`config.mk`:
```
export PLATFORM = sky130hd
export DESIGN_NAME = implant_wake_ctrl_flat
export DESIGN_NICKNAME = d
export VERILOG_FILES = /design/src/wake_pkg.sv /design/src/wake_link_if.sv /design/src/implant_wake_ctrl.sv /design/src/flat_wrapper.sv
export SDC_FILE = /design/constraint.sdc
export NUM_CORES = 1
export LEC_CHECK = 0
export BUFFER_PORTS_ARGS = -buffer_cell sky130_fd_sc_hd__buf_2
export CORE_MARGIN = 2
export CORE_UTILIZATION = 45
export DETAILED_ROUTE_END_ITERATION = 12
export GPL_TIMING_DRIVEN = 0
export SLEW_MARGIN = 40
export SYNTH_ARGS = -nofsm -noshare
export SYNTH_HDL_FRONTEND = slang
export SYNTH_SLANG_ARGS = --single-unit
```
`constraint.sdc`:
```
create_clock -name clk_in -period 10.3 [get_ports clk_in]
set_input_delay 1.545 -clock clk_in [delete_from_list [all_inputs] [get_ports clk_in]]
set_output_delay 1.545 -clock clk_in [all_outputs]
set_load 0.05 [all_outputs]
```
`src/wake_pkg.sv`:
```
// shared constants for the implant/base wake-up control ends
package wake_pkg;
   // clock and timing
   localparam int CLK_HZ = 100_000_000;
   localparam int CYC_PER_US = CLK_HZ / 1_000_000;
   localparam int WAKE_MIN_US = 1500;
   localparam int WAKE_MIN_CYC = WAKE_MIN_US * CYC_PER_US;
   localparam int OSC_HZ = 25_000;
   localparam int OSC_CYC = CLK_HZ / OSC_HZ;
   localparam int SNIFF_US = 200;
   localparam int SNIFF_CYC = SNIFF_US * CYC_PER_US;
   localparam int RESP_GAP_MIN_CYC = 2000;
   localparam int RESP_TX_CYC = 500;
   localparam int OOK_BIT_CYC = 100;
   localparam int WAKE_HOLD_US = 1600;
   localparam int WAKE_HOLD_CYC = WAKE_HOLD_US * CYC_PER_US;
   localparam int STROBE_US = 10;
   localparam int STROBE_CYC = STROBE_US * CYC_PER_US;
   localparam int CNT_W = 20;
   // register port shape
   localparam int ADDR_W = 4;
   localparam int DATA_W = 8;
   // device registers
   localparam logic [3:0] REG_CTRL = 4'h0;
   localparam logic [3:0] REG_STROBE = 4'h1;
   localparam logic [3:0] REG_INTERVAL = 4'h2;
   localparam logic [3:0] REG_STATUS = 4'h3;
   localparam int CTRL_FLAG_BIT = 0;
   localparam int CTRL_WAKE_BIT = 1;
   localparam int CTRL_SESSION_BIT = 2;
   localparam int CTRL_STOP_BIT = 3;
   localparam int STROBE_OSC_BIT = 0;
   localparam int STROBE_PIN_BIT = 1;
   localparam logic [7:0] INTERVAL_RST = 8'h19;
   localparam logic [7:0] OOK_PATTERN = 8'hB2;
   localparam logic [15:0] LFSR_SEED = 16'hACE1;
   // host registers
   localparam logic [3:0] HREG_CTRL = 4'h0;
   localparam logic [3:0] HREG_ADDR = 4'h1;
   localparam logic [3:0] HREG_WDATA = 4'h2;
   localparam logic [3:0] HREG_RDREQ = 4'h3;
   localparam logic [3:0] HREG_STATUS = 4'h4;
   localparam logic [3:0] HREG_RDATA = 4'h5;
   localparam int HCTRL_STRAP_BIT = 0;
   localparam int HCTRL_WAKE_BIT = 1;
   localparam int HCTRL_STROBE_BIT = 2;
   // device states
   typedef enum logic [2:0] {
      ST_POWERUP, ST_SLEEP, ST_SNIFF, ST_IDLE, ST_RESPOND, ST_BASE_IDLE, ST_BASE_WAKE, ST_SESSION
   } dev_state_t;
endpackage : wake_pkg

```
`src/wake_link_if.sv`:
```
// link between the implant/base transceiver control and its host
`timescale 1ns/100ps
interface wake_link_if;
   logic implant_base_select;
   logic wake_pin;
   logic [3:0] reg_addr;
   logic [7:0] reg_wdata;
   logic reg_wr;
   logic reg_rd;
   logic [7:0] reg_rdata;
   modport dev (input implant_base_select, input wake_pin, input reg_addr, input reg_wdata,
                input reg_wr, input reg_rd, output reg_rdata);
   modport host (output implant_base_select, output wake_pin, output reg_addr, output reg_wdata,
                 output reg_wr, output reg_rd, input reg_rdata);
endinterface : wake_link_if

```
`src/implant_wake_ctrl.sv`:
```
// transceiver end: mode strap, sleep, strobed sniff, wake-up and response sequencing
// Notes on behaviour
// - strap low implant, high base at power-up
// - implant mode sleeps until a wake event
// - base mode comes up idle, controller running
// - wake pulse over 1.5 ms wakes to idle
// - host holds wake pin over 1.5 ms
// - direct wake sets respond-or-idle flag to one
// - flag one idles, zero sends wake responses
// - host writing flag zero starts responses
// - host sets modulation, channel before clearing flag
// - base host checks channel, programs link first
// - base wake write drives ook and 400-MHz
// - wake receiver strobed by oscillator, pin, both
// - valid wake message starts responses and listening
// - randomized gap between response packets
// - base host starts session by control write
// - emergency wake needs no channel check
// - internal 25-kHz strobe generator
// - idle: controller runs, radio blocks off
//
// The register addresses and the plain strobed port were decided locally.
`timescale 1ns/100ps
module implant_wake_ctrl #(
   parameter int WAKE_MIN_CYC = wake_pkg::WAKE_MIN_CYC,
   parameter int SNIFF_CYC = wake_pkg::SNIFF_CYC
) (
   // clock and reset
   input wire logic clk_in,
   input wire logic rst_in,
   // link to host
   wake_link_if.dev link,
   // radio side
   input wire logic wake_msg_ok_in,
   output logic mode_base_out,
   output logic mac_run_out,
   output logic wake_rx_on_out,
   output logic tx400_en_out,
   output logic rx400_en_out,
   output logic ook_out,
   output logic resp_pulse_out
);
   import wake_pkg::*;

   function automatic logic [CNT_W-1:0] rand_gap(input logic [15:0] seed);
      rand_gap = CNT_W'(RESP_GAP_MIN_CYC) + {{(CNT_W-14){1'b0}}, seed[7:0], 6'h00};
   endfunction : rand_gap

   dev_state_t state_r, state_nxt;
   logic [1:0] strap_s_r, strap_s_nxt;
   logic [1:0] pu_r, pu_nxt;
   logic [1:0] pin_s_r, pin_s_nxt;
   logic [1:0] msg_s_r, msg_s_nxt;
   logic pin_d_r, pin_d_nxt;
   logic mode_base_r, mode_base_nxt;
   logic flag_r, flag_nxt;
   logic [1:0] strobe_src_r, strobe_src_nxt;
   logic [7:0] interval_r, interval_nxt;
   logic [7:0] rdata_r, rdata_nxt;
   logic [CNT_W-1:0] pin_cnt_r, pin_cnt_nxt;
   logic [CNT_W-1:0] osc_cnt_r, osc_cnt_nxt;
   logic [7:0] tick_cnt_r, tick_cnt_nxt;
   logic [CNT_W-1:0] tmr_r, tmr_nxt;
   logic [15:0] lfsr_r, lfsr_nxt;
   logic [2:0] ook_idx_r, ook_idx_nxt;
   logic ook_r, ook_nxt;
   logic burst_r, burst_nxt;
   logic resp_pulse_r, resp_pulse_nxt;
   logic wr_ctrl;
   logic pin_rise;
   logic pin_fall;

   always_comb
   begin
      strap_s_nxt = {strap_s_r[0], link.implant_base_select};
      pu_nxt = {pu_r[0], 1'b1};
      pin_s_nxt = {pin_s_r[0], link.wake_pin};
      msg_s_nxt = {msg_s_r[0], wake_msg_ok_in};
      pin_d_nxt = pin_s_r[1];
      pin_rise = pin_s_r[1] && !pin_d_r;
      pin_fall = !pin_s_r[1] && pin_d_r;
      wr_ctrl = link.reg_wr && (link.reg_addr == REG_CTRL);
      state_nxt = state_r;
      mode_base_nxt = mode_base_r;
      flag_nxt = flag_r;
      strobe_src_nxt = strobe_src_r;
      interval_nxt = interval_r;
      rdata_nxt = rdata_r;
      pin_cnt_nxt = pin_cnt_r;
      osc_cnt_nxt = osc_cnt_r;
      tick_cnt_nxt = tick_cnt_r;
      tmr_nxt = tmr_r;
      lfsr_nxt = {lfsr_r[14:0], lfsr_r[15] ^ lfsr_r[13] ^ lfsr_r[12] ^ lfsr_r[10]};
      ook_idx_nxt = ook_idx_r;
      ook_nxt = 1'b0;
      burst_nxt = burst_r;
      resp_pulse_nxt = 1'b0;

      // register port, read data valid one cycle after the strobe
      if (link.reg_rd)
      begin
         case (link.reg_addr)
            REG_CTRL: rdata_nxt = {7'h00, flag_r};
            REG_STROBE: rdata_nxt = {6'h00, strobe_src_r};
            REG_INTERVAL: rdata_nxt = interval_r;
            REG_STATUS: rdata_nxt = {mode_base_r, flag_r, 3'h0, state_r};
            default: rdata_nxt = 8'h00;
         endcase
      end
      if (link.reg_wr && link.reg_addr == REG_STROBE)
         strobe_src_nxt = link.reg_wdata[1:0];
      if (link.reg_wr && link.reg_addr == REG_INTERVAL)
         interval_nxt = link.reg_wdata;
      if (wr_ctrl)
         flag_nxt = link.reg_wdata[CTRL_FLAG_BIT];

      // wake pin high time, saturating just past the threshold
      if (!pin_s_r[1])
         pin_cnt_nxt = '0;
      else if (pin_cnt_r <= CNT_W'(WAKE_MIN_CYC))
         pin_cnt_nxt = pin_cnt_r + CNT_W'(1);

      case (state_r)
         ST_POWERUP:
         begin
            // strap seen through the synchroniser, caught once and then held
            mode_base_nxt = strap_s_r[1];
            state_nxt = !pu_r[1] ? ST_POWERUP : strap_s_r[1] ? ST_BASE_IDLE : ST_SLEEP;
         end
         ST_SLEEP, ST_SNIFF:
         begin
            if (pin_fall && pin_cnt_r > CNT_W'(WAKE_MIN_CYC))
            begin
               state_nxt = ST_IDLE;
               flag_nxt = 1'b1;
            end
            else if (state_r == ST_SLEEP)
            begin
               // strobe oscillator only runs while asleep
               if (strobe_src_r[STROBE_OSC_BIT])
               begin
                  if (osc_cnt_r >= CNT_W'(OSC_CYC - 1))
                  begin
                     osc_cnt_nxt = '0;
                     tick_cnt_nxt = tick_cnt_r + 8'h01;
                  end
                  else
                     osc_cnt_nxt = osc_cnt_r + CNT_W'(1);
               end
               if ((strobe_src_r[STROBE_OSC_BIT] && tick_cnt_r >= interval_r && interval_r != 8'h00)
                   || (strobe_src_r[STROBE_PIN_BIT] && pin_rise))
               begin
                  state_nxt = ST_SNIFF;
                  tmr_nxt = CNT_W'(SNIFF_CYC);
                  tick_cnt_nxt = 8'h00;
                  osc_cnt_nxt = '0;
               end
            end
            else if (msg_s_r[1])
            begin
               state_nxt = ST_RESPOND;
               tmr_nxt = rand_gap(lfsr_r);
               burst_nxt = 1'b0;
            end
            else if (tmr_r == '0)
               state_nxt = ST_SLEEP;
            else
               tmr_nxt = tmr_r - CNT_W'(1);
         end
         ST_IDLE:
         begin
            // flag cleared by the host; a direct wake already set it
            if (wr_ctrl && link.reg_wdata[CTRL_SESSION_BIT])
               state_nxt = ST_SESSION;
            else if (!flag_r)
            begin
               state_nxt = ST_RESPOND;
               tmr_nxt = rand_gap(lfsr_r);
               burst_nxt = 1'b0;
            end
         end
         ST_RESPOND:
         begin
            if (wr_ctrl && link.reg_wdata[CTRL_SESSION_BIT])
               state_nxt = ST_SESSION;
            else if (wr_ctrl && link.reg_wdata[CTRL_FLAG_BIT])
               state_nxt = ST_IDLE;
            else if (tmr_r != '0)
               tmr_nxt = tmr_r - CNT_W'(1);
            else if (!burst_r)
            begin
               burst_nxt = 1'b1;
               resp_pulse_nxt = 1'b1;
               tmr_nxt = CNT_W'(RESP_TX_CYC);
            end
            else
            begin
               // new random gap each time so several implants drift apart
               burst_nxt = 1'b0;
               tmr_nxt = rand_gap(lfsr_r);
            end
         end
         ST_BASE_IDLE:
         begin
            if (wr_ctrl && link.reg_wdata[CTRL_WAKE_BIT])
            begin
               state_nxt = ST_BASE_WAKE;
               tmr_nxt = CNT_W'(OOK_BIT_CYC - 1);
               ook_idx_nxt = 3'h0;
            end
            else if (wr_ctrl && link.reg_wdata[CTRL_SESSION_BIT])
               state_nxt = ST_SESSION;
         end
         ST_BASE_WAKE:
         begin
            ook_nxt = OOK_PATTERN[ook_idx_r];
            if (tmr_r == '0)
            begin
               tmr_nxt = CNT_W'(OOK_BIT_CYC - 1);
               ook_idx_nxt = ook_idx_r + 3'h1;
            end
            else
               tmr_nxt = tmr_r - CNT_W'(1);
            if (wr_ctrl && link.reg_wdata[CTRL_SESSION_BIT])
               state_nxt = ST_SESSION;
            else if (wr_ctrl && link.reg_wdata[CTRL_STOP_BIT])
               state_nxt = ST_BASE_IDLE;
         end
         ST_SESSION:
         begin
            if (wr_ctrl && link.reg_wdata[CTRL_STOP_BIT])
               state_nxt = mode_base_r ? ST_BASE_IDLE : ST_IDLE;
         end
         default: state_nxt = ST_POWERUP;
      endcase
   end

   always_ff @(posedge clk_in or posedge rst_in)
   begin
      if (rst_in)
      begin
         state_r <= ST_POWERUP;
         strap_s_r <= 2'h0;
         pu_r <= 2'h0;
         pin_s_r <= 2'h0;
         msg_s_r <= 2'h0;
         pin_d_r <= 1'b0;
         mode_base_r <= 1'b0;
         flag_r <= 1'b1;
         strobe_src_r <= 2'h0;
         interval_r <= INTERVAL_RST;
         rdata_r <= 8'h00;
         pin_cnt_r <= '0;
         osc_cnt_r <= '0;
         tick_cnt_r <= 8'h00;
         tmr_r <= '0;
         lfsr_r <= LFSR_SEED;
         ook_idx_r <= 3'h0;
         ook_r <= 1'b0;
         burst_r <= 1'b0;
         resp_pulse_r <= 1'b0;
         mode_base_out <= 1'b0;
         mac_run_out <= 1'b0;
         wake_rx_on_out <= 1'b0;
         tx400_en_out <= 1'b0;
         rx400_en_out <= 1'b0;
      end
      else
      begin
         state_r <= state_nxt;
         strap_s_r <= strap_s_nxt;
         pu_r <= pu_nxt;
         pin_s_r <= pin_s_nxt;
         msg_s_r <= msg_s_nxt;
         pin_d_r <= pin_d_nxt;
         mode_base_r <= mode_base_nxt;
         flag_r <= flag_nxt;
         strobe_src_r <= strobe_src_nxt;
         interval_r <= interval_nxt;
         rdata_r <= rdata_nxt;
         pin_cnt_r <= pin_cnt_nxt;
         osc_cnt_r <= osc_cnt_nxt;
         tick_cnt_r <= tick_cnt_nxt;
         tmr_r <= tmr_nxt;
         lfsr_r <= lfsr_nxt;
         ook_idx_r <= ook_idx_nxt;
         ook_r <= ook_nxt;
         burst_r <= burst_nxt;
         resp_pulse_r <= resp_pulse_nxt;
         // radio enables follow the next state, so they stay flop outputs
         mode_base_out <= mode_base_nxt;
         mac_run_out <= state_nxt inside {ST_IDLE, ST_RESPOND, ST_BASE_IDLE, ST_BASE_WAKE, ST_SESSION};
         wake_rx_on_out <= state_nxt == ST_SNIFF;
         tx400_en_out <= state_nxt == ST_BASE_WAKE || (state_nxt == ST_RESPOND && burst_nxt);
         rx400_en_out <= state_nxt inside {ST_BASE_WAKE, ST_SESSION}
                         || (state_nxt == ST_RESPOND && !burst_nxt);
      end
   end

   assign link.reg_rdata = rdata_r;
   assign ook_out = ook_r;
   assign resp_pulse_out = resp_pulse_r;
endmodule : implant_wake_ctrl

```
`src/flat_wrapper.sv`:
```
// flat-port wrapper written by rule: the top's interface ports become plain ports
module implant_wake_ctrl_flat import wake_pkg::*;
#(
   parameter int WAKE_MIN_CYC = wake_pkg::WAKE_MIN_CYC,
   parameter int SNIFF_CYC = wake_pkg::SNIFF_CYC
)
  (clk_in, rst_in, wake_msg_ok_in, mode_base_out, mac_run_out, wake_rx_on_out, tx400_en_out, rx400_en_out, ook_out, resp_pulse_out, link_implant_base_select, link_wake_pin, link_reg_addr, link_reg_wdata, link_reg_wr, link_reg_rd, link_reg_rdata);
  wake_link_if link_i ();
  input wire logic clk_in;
  input wire logic rst_in;
  input wire logic wake_msg_ok_in;
  output logic mode_base_out;
  output logic mac_run_out;
  output logic wake_rx_on_out;
  output logic tx400_en_out;
  output logic rx400_en_out;
  output logic ook_out;
  output logic resp_pulse_out;
  input wire logic [$bits(link_i.implant_base_select)-1:0] link_implant_base_select;
  input wire logic [$bits(link_i.wake_pin)-1:0] link_wake_pin;
  input wire logic [$bits(link_i.reg_addr)-1:0] link_reg_addr;
  input wire logic [$bits(link_i.reg_wdata)-1:0] link_reg_wdata;
  input wire logic [$bits(link_i.reg_wr)-1:0] link_reg_wr;
  input wire logic [$bits(link_i.reg_rd)-1:0] link_reg_rd;
  output wire logic [$bits(link_i.reg_rdata)-1:0] link_reg_rdata;
  assign link_i.implant_base_select = link_implant_base_select;
  assign link_i.wake_pin = link_wake_pin;
  assign link_i.reg_addr = link_reg_addr;
  assign link_i.reg_wdata = link_reg_wdata;
  assign link_i.reg_wr = link_reg_wr;
  assign link_i.reg_rd = link_reg_rd;
  assign link_reg_rdata = link_i.reg_rdata;
  implant_wake_ctrl #(.WAKE_MIN_CYC(WAKE_MIN_CYC), .SNIFF_CYC(SNIFF_CYC)) u_core (.clk_in(clk_in), .rst_in(rst_in), .link(link_i), .wake_msg_ok_in(wake_msg_ok_in), .mode_base_out(mode_base_out), .mac_run_out(mac_run_out), .wake_rx_on_out(wake_rx_on_out), .tx400_en_out(tx400_en_out), .rx400_en_out(rx400_en_out), .ook_out(ook_out), .resp_pulse_out(resp_pulse_out));
endmodule
```
==> metrics.md, run 1 <==
| Metric | Value |
|---|---|
| Post-CTS Setup Bufs | 0 |
| Asr flop ratio synth | 1.00 |
| Yosys cell types | 71 |
| Leak pwr | between 0.003 and 0.004 uW |
| Vias/cell | 5.83 |
| DR iter-0 viols | 609 |
| CTS Buf Count | 17 |
| Core area | 15000 sq um |
| GRT Residual Overflow | 0 |
| Post-synth EDFFs | 0 |
| Crit. End Element | register |
| Initial Util | 0.456 |
| Final setup vio count | 0 |
| Vias in the first global route | 5636 |
| RSZ-0062 raised after global routing | no |
| Number of synthesized register bits | 126 |
| Largest cells by area after synthesis | dfrtp_1, o21ai_0, dfstp_2, ha_1, nor2_1 |
| Clock sink count | 126 |
| Area Overhead vs Synth | 15.3% |
| Hold Path Stages | 0 |
| Max-Cap Viols | 0 |
| Routed WL per cell | 16.7 um |
| Port Buf Inserts | 32 |
| Most used DFF post-synth | dfrtp_1 |
| Rows | 45 |
| Worst-path clk slew | 0.06 ns |
| Commonest non-fill, non-tap cell in the layout | dfrtp_1 |
| Post-synth top area cell | dfrtp_1 |
| Area of the mapped netlist | 6850 sq um |
| IR drop worst, VDD | 0.244 mV |
| R2R cell count | 9 |
| Area share of the largest cell type after synthesis | 0.416 |
| Layout cells sized above 1 | 0.138 |
| CP required | 10.61 ns |
| First-pass GRT wire length | 28.1 mm |
| Final nets | 832 |
| Critical path class | in2reg |
| Commonest non-fill, non-tap cells in the layout | dfrtp_1, o21ai_0, nor2_1 |
| Sequential area share after synthesis | 0.462 |
| Cts hold-fix bufs | 0 |
| Io pins | 34 |
| Outcome | finished clean |
| Resized cells post-CTS | 0 |
| Max transition margin | 0.443 |
| Die width | 127 um |
| ANT cells | 0 |
| Period utilization | 0.370 |
| Detail Route Antenna Nets | 0 |
| DRC viols | 0 |
| PwrDens | 239 nW/um^2 |
| Reg2reg setup slack | 6.86 ns |
| Fin. max-slew vios | 0 |
| Core Util, Final | 0.526 |
| Initial antenna violation count | 0 |
| HPWL after DPL | roughly 12 mm |
| CTS tree | built |
| GPL Wtd Cong | 0.885 |
| Clock Latency Late Sink | 0.43 ns |
| Largest net degree at the start of global routing | 83 |
| Peak Freq | 263 MHz |
| CTS max path bufs | 2 |
| Slew @ Worst Pin | ~0.83 ns |
| Root buffer selected by CTS | clkbuf_16 |
| Via count | 5798 |
| H-Tree Depth | 4 |
| Hold/Removal Path Class | reg2reg |
| Peak fanout along the critical path | 10 |
| Crit start category | primary input |
| Post-synthesis cell count | 741 |
| Ys Warns | 0 |
| Total GRT Usage | 0.217 |
| Syn_area_per_cell | 9.25 sq um |
| WL final | 16.6 mm |
| Mapped Nets | 779 |
| Final hold viol count | 0 |
| Worst path arrival time | 4.12 ns |
| Pre-Repair DR Iteration Count | 5 |
| Die ar. | ~16000 sq um |
| Fin crit period | 3.81 ns |
| Die Ht | 127 um |
| Total power | 1890 uW |
| Fin Clk Skew | 0.0114 ns |
| Post-route setup TNS | 0 ns |
[synthesized netlist by cell type (all sizes together), types with 16 or more instances]
library cell,n
dfrtp,114
nand3,31
a21oi,38
nor3,21
inv,42
clkbuf,20
ha,19
nor2,64
xnor2,16
o21ai,69
nand2,56
and3,16
and2,19
[flip-flops by register name (all words and copies together), names as in the netlist, 2 cells and up]
signal and flops:
u_core.pin_cnt_r 20, u_core.msg_s_r 2, u_core.pin_s_r 2, u_core.state_r 3, u_core.interval_r 8, u_core.link.reg_rdata 8
u_core.pu_r 2, u_core.ook_idx_r 3, u_core.tmr_r 20, u_core.strap_s_r 2, u_core.osc_cnt_r 20, u_core.tick_cnt_r 8
u_core.lfsr_r 16, u_core.strobe_src_r 2
[final timing paths]
kind                                               endpoint                         from
setup / recovery               u_core.tmr_r[18]$_DFFE_PP0P_             link_reg_addr[1]
max in group asynchronous  u_core.interval_r[4]$_DFFE_PP1P_                       rst_in
hold / removal                  u_core.pin_s_r[1]$_DFF_PP0_  u_core.pin_s_r[0]$_DFF_PP0_
setup reg to reg                u_core.tmr_r[1]$_DFFE_PP0P_  u_core.tmr_r[8]$_DFFE_PP0P_
min in group asynchronous        u_core.lfsr_r[9]$_DFF_PP0_                       rst_in
hold reg to reg                 u_core.pin_s_r[1]$_DFF_PP0_  u_core.pin_s_r[0]$_DFF_PP0_
[kinds of logic (layout without fill, tap and decap cells)]
logic type	after synthesis	after routing	share of synthesized area
buffers and inverters	69	135	0.0398
AND/OR/NAND/NOR	288	288	0.220
adder cells (fa/ha/maj)	19	19	0.0347
multiplexers	16	16	0.0274
AO/OA/AOI/OAI	192	192	0.177
flip-flops	126	126	0.462
XOR/XNOR	30	30	0.0383
other	1	1	0.000547
[worst max-delay path, cell delays in order]
cell	delay, ns
buf_2	0.14
nor4b_1	0.56
nand2b_1	0.24
o311ai_1	0.51
o311ai_4	0.31
or2_1	0.33
buf_6	0.15
o41ai_1	0.33
[where the power goes]
part	internal, uW	switching (uW)	leakage, uW
Sequential	563	65.8	0.00164
Combinational	227	431	0.00161
Clock	344	254	0.000285
Total	1130	751	0.00353
[routing by layer]
| metal | global-route usage | routed length (um) |
|---|---|---|
| met3 | 0.0498 | 995 |
| met2 | 0.343 | 7820 |
| met5 | 0 | 0 |
| met1 | 0.292 | 7600 |
| met4 | 0.0814 | 209 |
[through the flow]
| step | worst slack [ns] | instances | hold slack (ns) | instance area (sq um) |
|---|---|---|---|---|
| after floorplan | 5.42 | 741 | 0.331 | 6850 |
| after global placement | 3.97 | 961 | 0.335 | 7250 |
| after detailed placement | 6.03 | 962 | 0.335 | 7290 |
| after CTS | 6.45 | 994 | 0.348 | 7880 |
| after global routing | 6.26 | 995 | 0.356 | 7900 |
| final | 6.49 | 995 | 0.347 | 7900 |
[final cells by class]
class	count	area, sq um
Multi-Input combinational cell	546	3440
Fill cell	1320	7130
Timing Repair Buffer	34	193
Buffer	27	115
Clock buffer	17	425
Tap cell	188	235
Sequential cell	126	3170
Clock inverter	15	163
Inverter	42	165
Power figures use the tool's default switching activity.
==> run 2: changes to the inputs <==
clock period = 3.4 ns   (was 10.3 ns; I/O delays follow)
==> run 2 against run 1 <==
Compared with the run above: final area up 2.2%; largest cell class unchanged; register-to-register slack got worse by 6.7 ns; flip-flop and latch count stayed put; critical path type is now reg2reg; count of clock-buffer cells in the layout is 2 higher; largest power group is now the clock network; clock power rose to 3.4 times the previous value.
==> metrics.md, run 2 (same netlist as run 1, synthesis figures left out) <==
| Metric | Value |
|---|---|
| Initial antenna violation count | 0 (unchanged) |
| Cts hold-fix bufs | 0 (unchanged) |
| Die Ht | 127 um (unchanged) |
| Worst path arrival time | 3.49 ns (-0.63 ns) |
| CTS Buf Count | 17 (unchanged) |
| PnR worst setup slack | 0.209 ns (-6.28 ns) |
| Final setup vio count | 0 (unchanged) |
| Final nets | 836 (+0.48%) |
| Crit start category | register |
| Vias in the first global route | 5882 (+4.4%) |
| Worst r2r dst | u_core.tmr_r[0]$_DFFE_PP0P_ |
| CP most frequent cell | or4_4 |
| HPWL after DPL | 12.5 mm (+6.1%) |
| Post-place setup slack | 0.0596 ns (-5.97 ns) |
| Peak fanout along the critical path | 10 (unchanged) |
| CTS tree | built |
| Fin. max-slew vios | 0 (unchanged) |
| Fin Clk Skew | 0.00805 ns (-0.00333 ns) |
| Vias/cell | 5.83 (about the same) |
| Outcome | finished clean |
| Crit. End Element | register |
| Delay-heaviest family, CP | simple AND/OR/NAND/NOR gates |
| Fin cells | 999 (+0.40%) |
| Fin crit period | 3.19 ns |
| Pre-Repair DR Iteration Count | 5 (unchanged) |
| R2R cell count | 8 (-1) |
| Worst-path clk slew | 0.06 ns (about the same) |
| Resized cells post-CTS | 0 (unchanged) |
| Io pins | 34 (unchanged) |
| Core area | 15000 sq um (unchanged) |
| Reg-to-reg startpoint | u_core.tmr_r[12]$_DFFE_PP0P_ |
| CP required | 3.70 ns (-6.91 ns) |
| DR iter-0 viols | 418 (-31%) |
| First-pass GRT wire length | 29.2 mm (+3.8%) |
| Die ar. | 16200 sq um (unchanged) |
| Peak Freq | about 310 MHz |
| Die width | 127 um (unchanged) |
| Placed Instances | 966 (+0.42%) |
| Hold/Removal Path Class | in2async |
| DRC viols | 0 (unchanged) |
| Post-CTS Setup Bufs | 0 (unchanged) |
| Leak pwr | 0.00360 uW (+1.8%) |
| Rows | 45 (unchanged) |
| Commonest non-fill, non-tap cells in the layout | dfrtp_1, o21ai_0, nor2_1 |
| Routed WL per cell | 17.4 um (+4.1%) |
| Initial Util | 0.456 (unchanged) |
| Total power | 5960 uW (+220%) |
| Largest net degree at the start of global routing | 28 (-66%) |
| ANT cells | 0 (unchanged) |
| Via count | 5826 (+0.48%) |
| GPL Wtd Cong | 0.865 (-2.2%) |
| PwrDens | 738 nW/um^2 (+210%) |
| Slowest stage cell, crit path | or4_4 |
| Port Buf Inserts | 32 (unchanged) |
| GRT Residual Overflow | 0 (unchanged) |
| Clock Latency Late Sink | 0.42 ns (about the same) |
| Slew @ Worst Pin | 0.622 ns (-0.206 ns) |
| Final hold viol count | 0 (unchanged) |
| CP Cell Sequence | or4_4, or4_4, nor2_8, a21boi_2, o311ai_4, or2_1, buf_6, mux2_1 |
| RSZ-0062 raised after global routing | no |
| Post-route cell area | 8070 sq um (+2.2%) |
| Layout cells sized above 1 | 0.143 (+0.00549) |
| CTS max path bufs | 2 (unchanged) |
| Total GRT Usage | 0.226 (+0.00874) |
| Placed Area | 7380 sq um (+1.3%) |
| Reg2reg setup slack | 0.21 ns (-6.65 ns) |
| Top flop regs | u_core.osc_cnt_r x20, u_core.pin_cnt_r x20, u_core.tmr_r x20 |
| Area Overhead vs Synth | 17.8% |
| H-Tree Depth | 4 (unchanged) |
| CP bufs+invs | 1 (-1) |
| Max transition margin | 0.584 (+0.141) |
| Max-Cap Viols | 0 (unchanged) |
| IR drop worst, VDD | 0.613 mV (+150%) |
| Commonest non-fill, non-tap cell in the layout | dfrtp_1 |
| Clock sink count | 126 (unchanged) |
| Root buffer selected by CTS | clkbuf_16 |
| Post-route setup TNS | 0 ns (unchanged) |
| Critical path class | reg2reg |
| Slowest stage delay, CP | 0.61 ns (+0.05 ns) |
| Period utilization | 0.938 |
| WL final | 17.4 mm (+4.5%) |
| Detail Route Antenna Nets | 0 (unchanged) |
[run 2: changes by cell type in the layout (fill, tap and decap cells not counted), sizes merged]
cell / change
inv: -8
buf: +4
bufinv: +4
clkbuf: +2
clkinv: +2
[run 2: per-stage QoR]
step | utilization | hold WS [ns]
2_1_floorplan | - | 0.331
3_3_place_gp | 0.482 | 0.332
3_5_place_dp | 0.491 | 0.336
4_1_cts | 0.535 | 0.0319
5_1_grt | 0.537 | 0.0403
6_report | 0.537 | 0.0384
[run 2: worst reg2reg max path: stages (launching register included)]
cell and delay [ns]:
dfrtp_1 0.44, or4_4 0.61, or4_4 0.53, nor2_8 0.20, a21boi_2 0.10, o311ai_4 0.51, or2_1 0.22, buf_6 0.15
mux2_1 0.32
[run 2: per-layer routing]
metal,up-vias,track usage,share of wire
met4,0,0.0808,0.016
met3,22,0.0507,0.047
li1,2792,-,-
met5,-,0,0
met1,2855,0.291,0.45
met2,157,0.374,0.49
[run 2: power by group]
part           switching (uW)  total (uW)  internal (uW)  leakage [uW]
registers                 212        1920           1710       0.00164
logic                    1310        2010            702       0.00164
clock network             703        2030           1330      0.000318
total                    2220        5960           3740       0.00360
[run 2: cell type report]
| class | count | area [sq um] |
|---|---|---|
| Fill cell | 1343 | 6960 |
| Multi-Input combinational cell | 546 | 3460 |
| Sequential cell | 126 | 3170 |
| Clock buffer | 19 | 443 |
| Timing Repair Buffer | 38 | 280 |
| Tap cell | 188 | 235 |
| Clock inverter | 13 | 211 |
| Inverter | 42 | 161 |
| Buffer | 27 | 115 |
[run 2: how the worst max path moves through the flow]
stage                                           startpoint                       endpoint  slack (ns)  depth (start not counted)
after CTS                 u_core.pin_cnt_r[12]$_DFFE_PP0P_   u_core.tmr_r[18]$_DFFE_PP0P_        0.05                          8
after global placement        u_core.tmr_r[12]$_DFFE_PP0P_  u_core.rx400_en_out$_DFF_PP0_        0.02                          7
after global routing          u_core.tmr_r[12]$_DFFE_PP0P_    u_core.tmr_r[0]$_DFFE_PP0P_        0.10                          8
after floorplan               u_core.tmr_r[12]$_DFFE_PP0P_    u_core.tmr_r[0]$_DFFE_PP0P_        0.61                          8
after detailed placement       u_core.tmr_r[8]$_DFFE_PP0P_    u_core.tmr_r[0]$_DFFE_PP0P_        0.06                          9
final                         u_core.tmr_r[12]$_DFFE_PP0P_    u_core.tmr_r[0]$_DFFE_PP0P_        0.21                          8
